## config.mk

```make
export PLATFORM = sky130hd
export DESIGN_NAME = bal_core
export DESIGN_NICKNAME = d
export VERILOG_FILES = /design/src/hdl/bal_pkg.sv /design/src/hdl/bal_bitop.sv /design/src/hdl/bal_core.sv
export SDC_FILE = /design/constraint.sdc
export NUM_CORES = 1
export LEC_CHECK = 0
export BUFFER_PORTS_ARGS = -buffer_cell sky130_fd_sc_hd__buf_2
export CORE_MARGIN = 10
export CORE_UTILIZATION = 25
export DETAILED_ROUTE_END_ITERATION = 7
export GPL_TIMING_DRIVEN = 0
export REMOVE_ABC_BUFFERS = 1
export SLEW_MARGIN = 20
export SYNTH_ARGS = -nofsm -noshare
export SYNTH_HDL_FRONTEND = slang
export SYNTH_SLANG_ARGS = --single-unit
```

## constraint.sdc

```tcl
create_clock -name sys_clk_in -period 5.16 [get_ports sys_clk_in]
set_input_delay 0.516 -clock sys_clk_in [delete_from_list [all_inputs] [get_ports sys_clk_in]]
set_output_delay 0.516 -clock sys_clk_in [all_outputs]
set_load 0.02 [all_outputs]
```

## src/hdl/bal_pkg.sv

```systemverilog
// Purpose: shared constants for the byte add/and and bit-op datapath
// Assumes: 8-bit operands, opcodes as presented by the decoder
// Notes:   flag vector order is {c, z, s, v, d, h}
`default_nettype none
package bal_pkg;
  localparam int          BAL_W        = 8;
  localparam logic [7:0] OP_ADC_RR    = 8'h12;
  localparam logic [7:0] OP_ADC_IM    = 8'h16;
  localparam logic [7:0] OP_ADD_RR    = 8'h02;
  localparam logic [7:0] OP_ADD_IM    = 8'h06;
  localparam logic [7:0] OP_AND_RR    = 8'h52;
  localparam logic [7:0] OP_AND_IM    = 8'h56;
  localparam logic [7:0] OP_BAND      = 8'h67;
  localparam logic [7:0] OP_BIT_CMP   = 8'h17;
  localparam logic [7:0] OP_ADC_IR    = 8'h13;
  localparam logic [7:0] OP_ADD_IR    = 8'h03;
  localparam logic [7:0] OP_AND_IR    = 8'h53;
  // cycle counts
  localparam logic [3:0] CYC_SHORT    = 4'h4;
  localparam logic [3:0] CYC_LONG     = 4'h6;
  // byte lengths
  localparam logic [1:0] LEN_SHORT    = 2'h2;
  localparam logic [1:0] LEN_LONG     = 2'h3;
  // second-byte fields of bit instructions
  localparam int          BF_DIR       = 0;
  localparam int          BF_IDX_LO    = 1;
  localparam int          BF_IDX_HI    = 3;
  localparam int          BF_REG_LO    = 4;
  localparam int          BF_REG_HI    = 7;
  localparam int          MSB          = 7;
  localparam int          NIB_MSB      = 3;
  // flag positions
  localparam int          F_C          = 5;
  localparam int          F_Z          = 4;
  localparam int          F_S          = 3;
  localparam int          F_V          = 2;
  localparam int          F_D          = 1;
  localparam int          F_H          = 0;
  localparam logic [5:0] FLAGS_RST    = 6'h00;
  localparam logic [7:0] ZERO_BYTE    = 8'h00;
  typedef enum logic [2:0] {
    BAL_IDLE = 3'b001,
    BAL_BUSY = 3'b010,
    BAL_DONE = 3'b100
  } bal_state_t;
endpackage
`default_nettype wire

```

## src/hdl/bal_bitop.sv

```systemverilog
// Purpose: single-bit and/compare unit
// Assumes: operands already fetched; dir selects which side supplies bit 0
// Notes:   purely combinational
`timescale 1ns/1ps
`default_nettype none
module bal_bitop (
  // operands
  input  wire logic [7:0] dst_in,
  input  wire logic [7:0] src_in,
  input  wire logic [2:0] idx_in,
  input  wire logic       dir_in,
  input  wire logic       is_cmp_in,
  // results
  output logic [7:0]      res_out,
  output logic            zero_out
);
  logic rb;
  always_comb begin
    res_out  = dst_in;
    rb       = 1'b0;
    if (is_cmp_in) begin
      rb       = dst_in[0] ^ src_in[idx_in];
      zero_out = ~rb; // RQ13
    end else if (!dir_in) begin
      rb         = dst_in[0] & src_in[idx_in];
      res_out[0] = rb; // RQ10
      zero_out   = ~rb; // RQ12
    end else begin
      rb              = dst_in[idx_in] & src_in[0];
      res_out[idx_in] = rb; // RQ10
      zero_out        = ~rb; // RQ12
    end
  end
endmodule
`default_nettype wire

```

## src/hdl/bal_core.sv

```systemverilog
// Purpose: byte add/adc/and and bit and/compare execution datapath
// Assumes: decoder presents opcode, second byte and fetched operands with start
// Notes:   result and flags are registered; done pulses when the cycle budget ends
// Notes on behaviour
// (RQ1) ADC stores dst+src+carry in dst; opcodes 12..16.
// (RQ2) ADD stores dst+src in dst, no carry in; opcodes 02..06.
// (RQ3) Both adds set carry on carry out of bit 7, else clear.
// (RQ4) Both adds set overflow when like-signed operands give opposite sign.
// (RQ5) Both adds set zero on zero result and sign on negative result.
// (RQ6) Both adds set half-carry from bit 3, always clear decimal-adjust.
// (RQ7) AND stores dst AND src in dst; opcodes 52..56.
// (RQ8) AND sets zero, copies bit 7 to sign, clears overflow, keeps C,D,H.
// (RQ9) Pair form 2 bytes/4 cycles; others 6 cycles, register forms 3 bytes.
// (RQ10) Bit AND (67) ANDs src bit b into dst bit 0, or src bit 0 into b.
// (RQ11) Second byte: 4-bit register, 3-bit index, direction bit in LSB.
// (RQ12) Bit AND sets zero on zero bit, clears sign, keeps carry.
// (RQ13) Bit compare (17) sets zero on match, clears sign, keeps carry, no write.
// (RQ14) Bit AND and bit compare are 3 bytes and 6 cycles.
// (RQ15) Undefined flags keep their previous value.
`timescale 1ns/1ps
`default_nettype none
module bal_core #(
  parameter int W = bal_pkg::BAL_W
) (
  // clock and control
  input  wire logic         sys_clk_in,
  input  wire logic         rst_b_in,
  input  wire logic         clk_en_in,
  // instruction
  input  wire logic         start_in,
  input  wire logic [7:0]   opcode_in,
  input  wire logic [7:0]   byte2_in,
  input  wire logic [W-1:0] dst_in,
  input  wire logic [W-1:0] src_in,
  // results
  output logic [W-1:0]      result_out,
  output logic              wr_dst_out,
  output logic [3:0]        wreg_addr_out,
  output logic [1:0]        inst_len_out,
  output logic              busy_out,
  output logic              done_out,
  output logic              illegal_out,
  // flags
  output logic              flag_c_out,
  output logic              flag_z_out,
  output logic              flag_s_out,
  output logic              flag_v_out,
  output logic              flag_d_out,
  output logic              flag_h_out
);
  typedef enum logic [2:0] {
    K_ADC     = 3'b000,
    K_ADD     = 3'b001,
    K_AND     = 3'b010,
    K_BAND    = 3'b011,
    K_BIT_CMP = 3'b100,
    K_NONE    = 3'b111
  } bal_kind_t;

  bal_pkg::bal_state_t state_q;
  bal_kind_t           kind;
  logic [3:0]          cyc_q;
  logic [3:0]          budget;
  logic [1:0]          len;
  logic [5:0]          flags_q;
  logic [5:0]          flags_d;
  logic [W-1:0]        res_d;
  logic                wr_d;
  logic [W:0]          sum;
  logic                hc;
  logic [W-1:0]        bit_res;
  logic                bit_zero;

  function automatic logic in_range(input logic [7:0] op, input logic [7:0] lo,
                                    input logic [7:0] hi);
    in_range = (op >= lo) && (op <= hi);
  endfunction

  // decode kind, size and cycle budget
  always_comb begin
    kind   = K_NONE;
    budget = bal_pkg::CYC_LONG;
    len    = bal_pkg::LEN_LONG;
    if (in_range(opcode_in, bal_pkg::OP_ADC_RR, bal_pkg::OP_ADC_IM)) begin
      kind = K_ADC; // RQ1
    end else if (in_range(opcode_in, bal_pkg::OP_ADD_RR, bal_pkg::OP_ADD_IM)) begin
      kind = K_ADD; // RQ2
    end else if (in_range(opcode_in, bal_pkg::OP_AND_RR, bal_pkg::OP_AND_IM)) begin
      kind = K_AND; // RQ7
    end else if (opcode_in == bal_pkg::OP_BAND) begin
      kind = K_BAND;
    end else if (opcode_in == bal_pkg::OP_BIT_CMP) begin
      kind = K_BIT_CMP; // RQ13
    end
    if (opcode_in == bal_pkg::OP_ADC_RR || opcode_in == bal_pkg::OP_ADD_RR ||
        opcode_in == bal_pkg::OP_AND_RR) begin
      budget = bal_pkg::CYC_SHORT; // RQ9
      len    = bal_pkg::LEN_SHORT; // RQ9
    end else if (opcode_in == bal_pkg::OP_ADC_IR || opcode_in == bal_pkg::OP_ADD_IR ||
                 opcode_in == bal_pkg::OP_AND_IR) begin
      // indirect working form: 6 cycles, short byte count as encoded
      len    = bal_pkg::LEN_SHORT; // RQ9
    end
  end

  // adder: carry in only for adc
  assign sum = {1'b0, dst_in} + {1'b0, src_in} +
               {{W{1'b0}}, (kind == K_ADC) & flags_q[bal_pkg::F_C]}; // RQ1 RQ2
  assign hc  = dst_in[bal_pkg::NIB_MSB+1] ^ src_in[bal_pkg::NIB_MSB+1] ^
               sum[bal_pkg::NIB_MSB+1];

  bal_bitop u_bitop (
    .dst_in    (dst_in),
    .src_in    (src_in),
    .idx_in    (byte2_in[bal_pkg::BF_IDX_HI:bal_pkg::BF_IDX_LO]), // RQ11
    .dir_in    (byte2_in[bal_pkg::BF_DIR]),                        // RQ11
    .is_cmp_in (kind == K_BIT_CMP),
    .res_out   (bit_res),
    .zero_out  (bit_zero)
  );

  // result and flag selection
  always_comb begin
    flags_d = flags_q; // RQ15
    res_d   = dst_in;
    wr_d    = 1'b0;
    case (kind)
      K_ADC, K_ADD: begin
        res_d                 = sum[W-1:0];
        wr_d                  = 1'b1;
        flags_d[bal_pkg::F_C] = sum[W]; // RQ3
        flags_d[bal_pkg::F_V] = (dst_in[W-1] == src_in[W-1]) &&
                                (sum[W-1] != dst_in[W-1]); // RQ4
        flags_d[bal_pkg::F_Z] = (sum[W-1:0] == {W{1'b0}}); // RQ5
        flags_d[bal_pkg::F_S] = sum[W-1]; // RQ5
        flags_d[bal_pkg::F_H] = hc; // RQ6
        flags_d[bal_pkg::F_D] = 1'b0; // RQ6
      end
      K_AND: begin
        res_d                 = dst_in & src_in; // RQ7
        wr_d                  = 1'b1;
        flags_d[bal_pkg::F_Z] = ((dst_in & src_in) == {W{1'b0}}); // RQ8
        flags_d[bal_pkg::F_S] = dst_in[W-1] & src_in[W-1]; // RQ8
        flags_d[bal_pkg::F_V] = 1'b0; // RQ8
      end
      K_BAND: begin
        res_d                 = bit_res; // RQ10
        wr_d                  = 1'b1;
        flags_d[bal_pkg::F_Z] = bit_zero; // RQ12
        flags_d[bal_pkg::F_S] = 1'b0; // RQ12
      end
      K_BIT_CMP: begin
        flags_d[bal_pkg::F_Z] = bit_zero; // RQ13
        flags_d[bal_pkg::F_S] = 1'b0; // RQ13
      end
      default: begin
        flags_d = flags_q;
      end
    endcase
  end

  // sequencer: result lands at start, done after the cycle budget
  always_ff @(posedge sys_clk_in) begin
    if (!rst_b_in) begin
      state_q <= bal_pkg::BAL_IDLE;
      cyc_q   <= 4'h0;
    end else if (clk_en_in) begin
      case (state_q)
        bal_pkg::BAL_IDLE: begin
          if (start_in && kind != K_NONE) begin
            state_q <= bal_pkg::BAL_BUSY;
            // accept edge and done cycle both count toward the budget
            cyc_q   <= budget - 4'h3; // RQ9 RQ14
          end
        end
        bal_pkg::BAL_BUSY: begin
          if (cyc_q == 4'h0) begin
            state_q <= bal_pkg::BAL_DONE;
          end else begin
            cyc_q <= cyc_q - 4'h1;
          end
        end
        default: begin
          state_q <= bal_pkg::BAL_IDLE;
        end
      endcase
    end
  end

  // flags and result capture
  always_ff @(posedge sys_clk_in) begin
    if (!rst_b_in) begin
      flags_q       <= bal_pkg::FLAGS_RST;
      result_out    <= {W{1'b0}};
      wr_dst_out    <= 1'b0;
      wreg_addr_out <= 4'h0;
      inst_len_out  <= 2'h0;
      illegal_out   <= 1'b0;
    end else if (clk_en_in) begin
      wr_dst_out <= 1'b0;
      if (state_q == bal_pkg::BAL_IDLE && start_in) begin
        illegal_out <= (kind == K_NONE);
        if (kind != K_NONE) begin
          flags_q       <= flags_d;
          result_out    <= res_d;
          wr_dst_out    <= wr_d; // RQ13
          wreg_addr_out <= byte2_in[bal_pkg::BF_REG_HI:bal_pkg::BF_REG_LO]; // RQ11
          inst_len_out  <= len; // RQ9 RQ14
        end
      end
    end
  end

  assign busy_out   = (state_q != bal_pkg::BAL_IDLE);
  assign done_out   = (state_q == bal_pkg::BAL_DONE);
  assign flag_c_out = flags_q[bal_pkg::F_C];
  assign flag_z_out = flags_q[bal_pkg::F_Z];
  assign flag_s_out = flags_q[bal_pkg::F_S];
  assign flag_v_out = flags_q[bal_pkg::F_V];
  assign flag_d_out = flags_q[bal_pkg::F_D];
  assign flag_h_out = flags_q[bal_pkg::F_H];
endmodule
`default_nettype wire

```

-- Word level (Yosys, flattened, before mapping)
Cells that the tools add are included.
- memory bits (read-only): 0
- latch bits: 0
- bits in writable memories: 0
- word-level logic and storage cells: 116
- input bits: 36
- memories: 0
- bits in registers: 28
- add/sub/neg operators: 4
- shift-type cells: 0
- reduce and logical (&&, ||, !) cells: 28
- divide/modulo/power cells: 0
- multipliers: 0
- mux-type cells: 32
- bitwise gates (word level): 11
- eq/ne operators: 23
- magnitude comparators: 8
- operator list (kind ; number):
    8-bit by 5-bit == test with 1-bit output, second input constant ; 3
    8-bit by 7-bit == test with 1-bit output, second input constant ; 3
    8-bit one-hot mux with 3 select lines ; 1
    3-bit two-way mux ; 6
    8-bit by 2-bit == test with 1-bit output, second input constant ; 2
    8-bit zero test ; 2
    4-bit AND reduction ; 4
    1-bit two-way mux ; 11
    8-bit by 8-bit adder with 9-bit output ; 1
    9-bit by 1-bit adder with 9-bit output ; 1
    3-bit by 2-bit == test with 1-bit output, second input constant ; 3
    3-bit == test, second input constant ; 3
    8-bit bitwise AND ; 1
    8-bit bitwise mux ; 1
    8-bit by 2-bit >= comparator with 1-bit output, second input constant ; 1
    8-bit by 5-bit >= comparator with 1-bit output, second input constant ; 1
    8-bit by 7-bit >= comparator with 1-bit output, second input constant ; 1
    8-bit by 3-bit <= comparator with 1-bit output, second input constant ; 1
    8-bit by 5-bit <= comparator with 1-bit output, second input constant ; 1
    8-bit by 7-bit <= comparator with 1-bit output, second input constant ; 1
    4-bit two-way mux ; 2
    8-bit two-way mux ; 1
    4-bit one-hot mux with 2 select lines ; 1
    1-bit logical AND ; 7
    29 further kinds ; 47

-- Depth between registers and ports, before layout
- word-level depth: 12
- mapped depth: 15
- mapped depth without buffers: 13

-- Cells and area by module
From an unflattened synthesis, not the netlist that was laid out.
- cells, all modules: 289
- area total of the unflattened synthesis: 2368.5 um^2
- by module, submodules not included (module ; area each (um^2) ; times used ; cells each):
    bal_core ; 1979.4 ; 1 ; 238
    bal_bitop ; 389.1 ; 1 ; 51

-- Least setup slack after synthesis
Ideal clock, no wire load.
- path type: input to register
- start point: input port opcode_in[5]
- end point: register result_out[6]
- setup time: 0.117 ns
- stages on the path: 14
- path buffers: 1
- arrival: 3.699 ns
- slack: 1.344 ns
- cells stage by stage: or3_1 or4b_1 buf_2 o211a_1 nand2_1 nand4_1 fa_1 fa_1 nand2b_1 a211oi_1 o31a_1 nor3_1 a32o_1 a22o_1
- cells in the longest elaborated chain, start to end: 10
- ends and longest elaborated chain (item ; line ; source):
    from (decl) ; bal_core.sv:31 ; input wire logic [7:0] opcode_in,
    parallel branches: the longest is 5 deep, another holds 8-bit by 7-bit >= comparator with 1-bit output ; - ;
    3-bit two-way mux * ; bal_core.sv:84 ; if (in_range(opcode_in, bal_pkg::OP_ADC_RR, bal_pkg::OP_ADC_IM)) begin
    3-bit zero test ; bal_core.sv:108, bal_core.sv:127 ;
    1-bit bitwise AND ; bal_core.sv:108 ; {{W{1'b0}}, (kind == K_ADC) & flags_q[bal_pkg::F_C]};
    9-bit by 1-bit adder with 9-bit output ; bal_core.sv:107 ; assign sum = {1'b0, dst_in} + {1'b0, src_in} +
    8-bit one-hot mux with 3 select lines ; bal_core.sv:127 ; case (kind)
    to (signal assigned) ; bal_core.sv:194 ; result_out <= {W{1'b0}};
    to (signal assigned) ; bal_core.sv:205 ; result_out <= res_d;
    to (decl) ; bal_core.sv:36 ; output logic [W-1:0] result_out,
Mark *: on every way between the ends.
A chain may end at the register's enable or synchronous reset.

-- Final worst setup path
- start point: input port opcode_in[5]
- end point: register flags_q[4]
- cells in the longest elaborated chain, start to end: 11
- ends and longest elaborated chain (item ; line ; source):
    parallel branches: the longest is 5 deep, another holds 8-bit by 7-bit >= comparator with 1-bit output ; - ;
    3-bit two-way mux * ; bal_core.sv:84 ;
    3-bit zero test ; bal_core.sv:108, bal_core.sv:127 ;
    1-bit bitwise AND ; bal_core.sv:108 ;
    9-bit by 1-bit adder with 9-bit output ; bal_core.sv:107 ;
    8-bit zero test ; bal_core.sv:134 ; flags_d[bal_pkg::F_Z] = (sum[W-1:0] == {W{1'b0}});
    2-bit one-hot mux with 3 select lines ; bal_core.sv:127 ;
    to (signal assigned) ; bal_core.sv:193 ; flags_q <= bal_pkg::FLAGS_RST;
    to (signal assigned) ; bal_core.sv:204 ; flags_q <= flags_d;
    to (decl) ; bal_core.sv:65 ; logic [5:0] flags_q;
Marked as above.

==> metrics.csv <==
stage;metric;value;unit
worst_setup_path;cell breakdown of the critical path;buf_2, nor4b_1, nand3_1, o211a_1, nand2_1, nand4_1, fa_1, fa_1, nand2b_1, a211oi_1, nor4_1, nor3_1, nor4_1, o221a_2;
grt;initial antenna violation count;0;
worst_hold_path;Min-Delay Path Class;register to register;
clocking;clock buffer depth;2;
clocking;# resized after CTS;0;
grt;first-pass GRT wire length;12.77;mm
route;drt first pass iters;4;
layout;area delta synth->final;18.40;%
run_status;status;finished, final reports clean;
clocking;clock-pin slew on the worst setup and hold paths;0.09;ns
worst_setup_path;Worst EP arrival;4.29;ns
layout;share of layout cells above drive strength 1;21.43;%
pwr;leakage;1.146;nW
yosys;Netlist cell types;69;
worst_hold_path;Worst Hold Path Cells;1;
worst_setup_path;crit path max fanout;6;
route;final wirelength;8.061;mm
sta;Least-Margin Pin Slew;0.9409;ns
clocking;cts hold-fix bufs;0;
placed_design;hpwl dp;6.521;mm
floorplan;Starting Density;25.58;%
yosys;post-synthesis sequential area ratio;23.83;%
job;Max Cap Violations;0;
yosys;Synth top cells by count;dfxtp_1 (28), nand2_1 (26), nor2_1 (21);
yosys;async set-reset flop share out of synthesis;0;%
clocking;CTS H-tree depth;1;
layout;nets;399;
floorplan;Die Wd;117;um
yosys;post-synthesis instance area;2352;um2
placed_design;port bufs;58;
yosys;most frequent cell after synthesis;dfxtp_1;
sta;Final Hold Viols;0;
route;drt drc;0;
floorplan;total I/O pin count;60;
clocking;cts bufs inserted;3;
sta;fin crit share;79.66;%
floorplan;Die Span Y;117;um
sta;final setup skew;0.002218;ns
sta;worst hold slack;0.4714;ns
worst_setup_path;CP Depth;14;
yosys;number of synthesized flops with an enable pin;0;
route;Antenna Violating Nets Remaining;0;
yosys;Primary FF master, synth;dfxtp_1;
clocking;Root Buffer;clkbuf_8;
worst_setup_path;WP data required;5.34;ns
placed_design;Cell Area, Placed;2724;um2
worst_setup_path;Worst path slowest cell;nor4b_1;
sta;Slew Viols, Final;0;
worst_setup_path;Reg2Reg Depth;9;
floorplan;Die Footprint;13690;um2
grt;GRT overflow;0;
floorplan;core area;9196;um2
grt;vias in the first global route;2472;
yosys;Synth Register Bits;28;
clocking;Post-CTS Setup Bufs;0;
layout;antenna cells;0;
yosys;Syn Inst Count;299;
yosys;share of the synthesized area in the top cell type;23.83;%
layout;fin area;2785;um2
yosys;post-synth top area cell;dfxtp_1;
sta;final setup fails;0;
route;vias per cell;5.488;
worst_setup_path;Critical path buffers and inverters;1;
worst_setup_path;Setup crit start kind;input pin;
clocking;worst skew pair latency;0.27;ns
floorplan;Core Rows;35;
yosys;synthesis warning total;0;
clocking;# clock sinks;28;
layout;Fillers;1027;
route;DR WL/cell;17.49;um
yosys;Syn Area/Cell;7.867;um2
worst_setup_path;Crit path max-delay family;simple AND/OR/NAND/NOR gates;
route;DR iter-0 viols;217;
sta;min Tclk post-route;4.111;ns
grt;largest net degree at the start of global routing;26;
placed_design;GPL Wtd Cong;0.8519;
sta;fmax;243.3;MHz
pwr;Max IR drop VDD;101.1;uV
yosys;Synth area leaders;dfxtp_1 (24%), ha_1 (5.3%), nand2_1 (4.1%), o21ai_0 (4.0%), mux2i_1 (3.4%);
grt;Tot GR Track Use;11.64;%
sta;TNS Setup;0;ns
pwr;pwr/cell area;181.3;nW/um2
route;routed via count;2530;
sta;slew margin rel.;36.39;%
worst_setup_path;Crit path largest cell delay;0.83;ns
clocking;CTS tree;built;
sta;RSZ-0062 raised after global routing;false;
worst_setup_path;Crit Path Class;input pin to register;
worst_setup_path;Worst setup EP type;register;
[final cells by class]
type / instances / area [um2] / area share [%]
Sequential cell: 28 / 560.5 / 20.13
Multi-Input combinational cell: 245 / 1684 / 60.47
Timing Repair Buffer: 58 / 290.3 / 10.42
Clock buffer: 4 / 55.05 / 1.977
Inverter: 15 / 56.30 / 2.022
Tap cell: 111 / 138.9 / 4.987
[routing by layer]
layer | global-route usage [%] | vias up | wire [um]
li1 | - | 1242 | -
met1 | 15.29 | 1199 | 3683
met2 | 19.31 | 81 | 3808
met3 | 2.650 | 8 | 491
met4 | 1.730 | 0 | 77
met5 | 0 | - | 0
[path summary, 6_finish.rpt]
check	from	endpoint	slack (ns)
max	opcode_in[5]	flags_q[4]	1.05
min	illegal_out	illegal_out	0.47
max reg2reg	flags_q[5]	flags_q[4]	2.37
min reg2reg	illegal_out	illegal_out	0.47
[state kept, by name (all words and copies together), names as in the netlist]
name,flops
cyc_q,4
flags_q,5
illegal_out,1
inst_len_out,2
result_out,8
state_q,3
wr_dst_out,1
wreg_addr_out,4
[cell families (layout without fill, tap and decap cells)]
group	Yosys count	after routing	synth area share, %
and+or+nand+nor	126	126	28.30
DFF	28	28	23.83
buffers and inverters	26	77	4.840
AOI/OAI and AO/OA	90	90	27.71
other	1	1	0.1594
xor gates and xnor gates	5	5	1.862
muxes	11	11	6.277
adders and majority gates	12	12	7.021
[per-stage QoR]
stage / utilization, % / power [mW] / cells / setup WS [ns]
2_1_floorplan: - / 0.3154 / 288 / 1.359
3_3_place_gp: 29.62 / 0.3695 / 457 / 0.8256
3_5_place_dp: 29.62 / 0.3713 / 457 / 0.8011
4_1_cts: 30.22 / 0.5058 / 461 / 1.079
5_1_grt: 30.29 / 0.5351 / 461 / 0.6314
6_report: 30.29 / 0.5050 / 461 / 1.050
[power breakdown]
group          leakage (nW)  switching, mW  internal (mW)
combinational         0.891         0.0891         0.0567
clock                0.0288         0.0676         0.0684
sequential            0.226        0.00285          0.220
[cells in the final DEF, fill, tap and decap left out, drive strengths merged, types with 5 or more instances in the layout]
cell type / Yosys / layout
a21oi: 10 / 10
and2: 7 / 7
o21a: 6 / 6
ha: 10 / 10
nor3b: 5 / 5
nand2: 26 / 26
nand3: 15 / 15
dfxtp: 28 / 28
nand4: 5 / 5
a31oi: 7 / 7
inv: 15 / 15
o21ai: 20 / 20
nor2b: 11 / 11
nor3: 11 / 11
mux2i: 8 / 8
a22o: 5 / 5
buf: 5 / 58
nor2: 21 / 21
No activity file was read; power rests on OpenSTA's default activity.
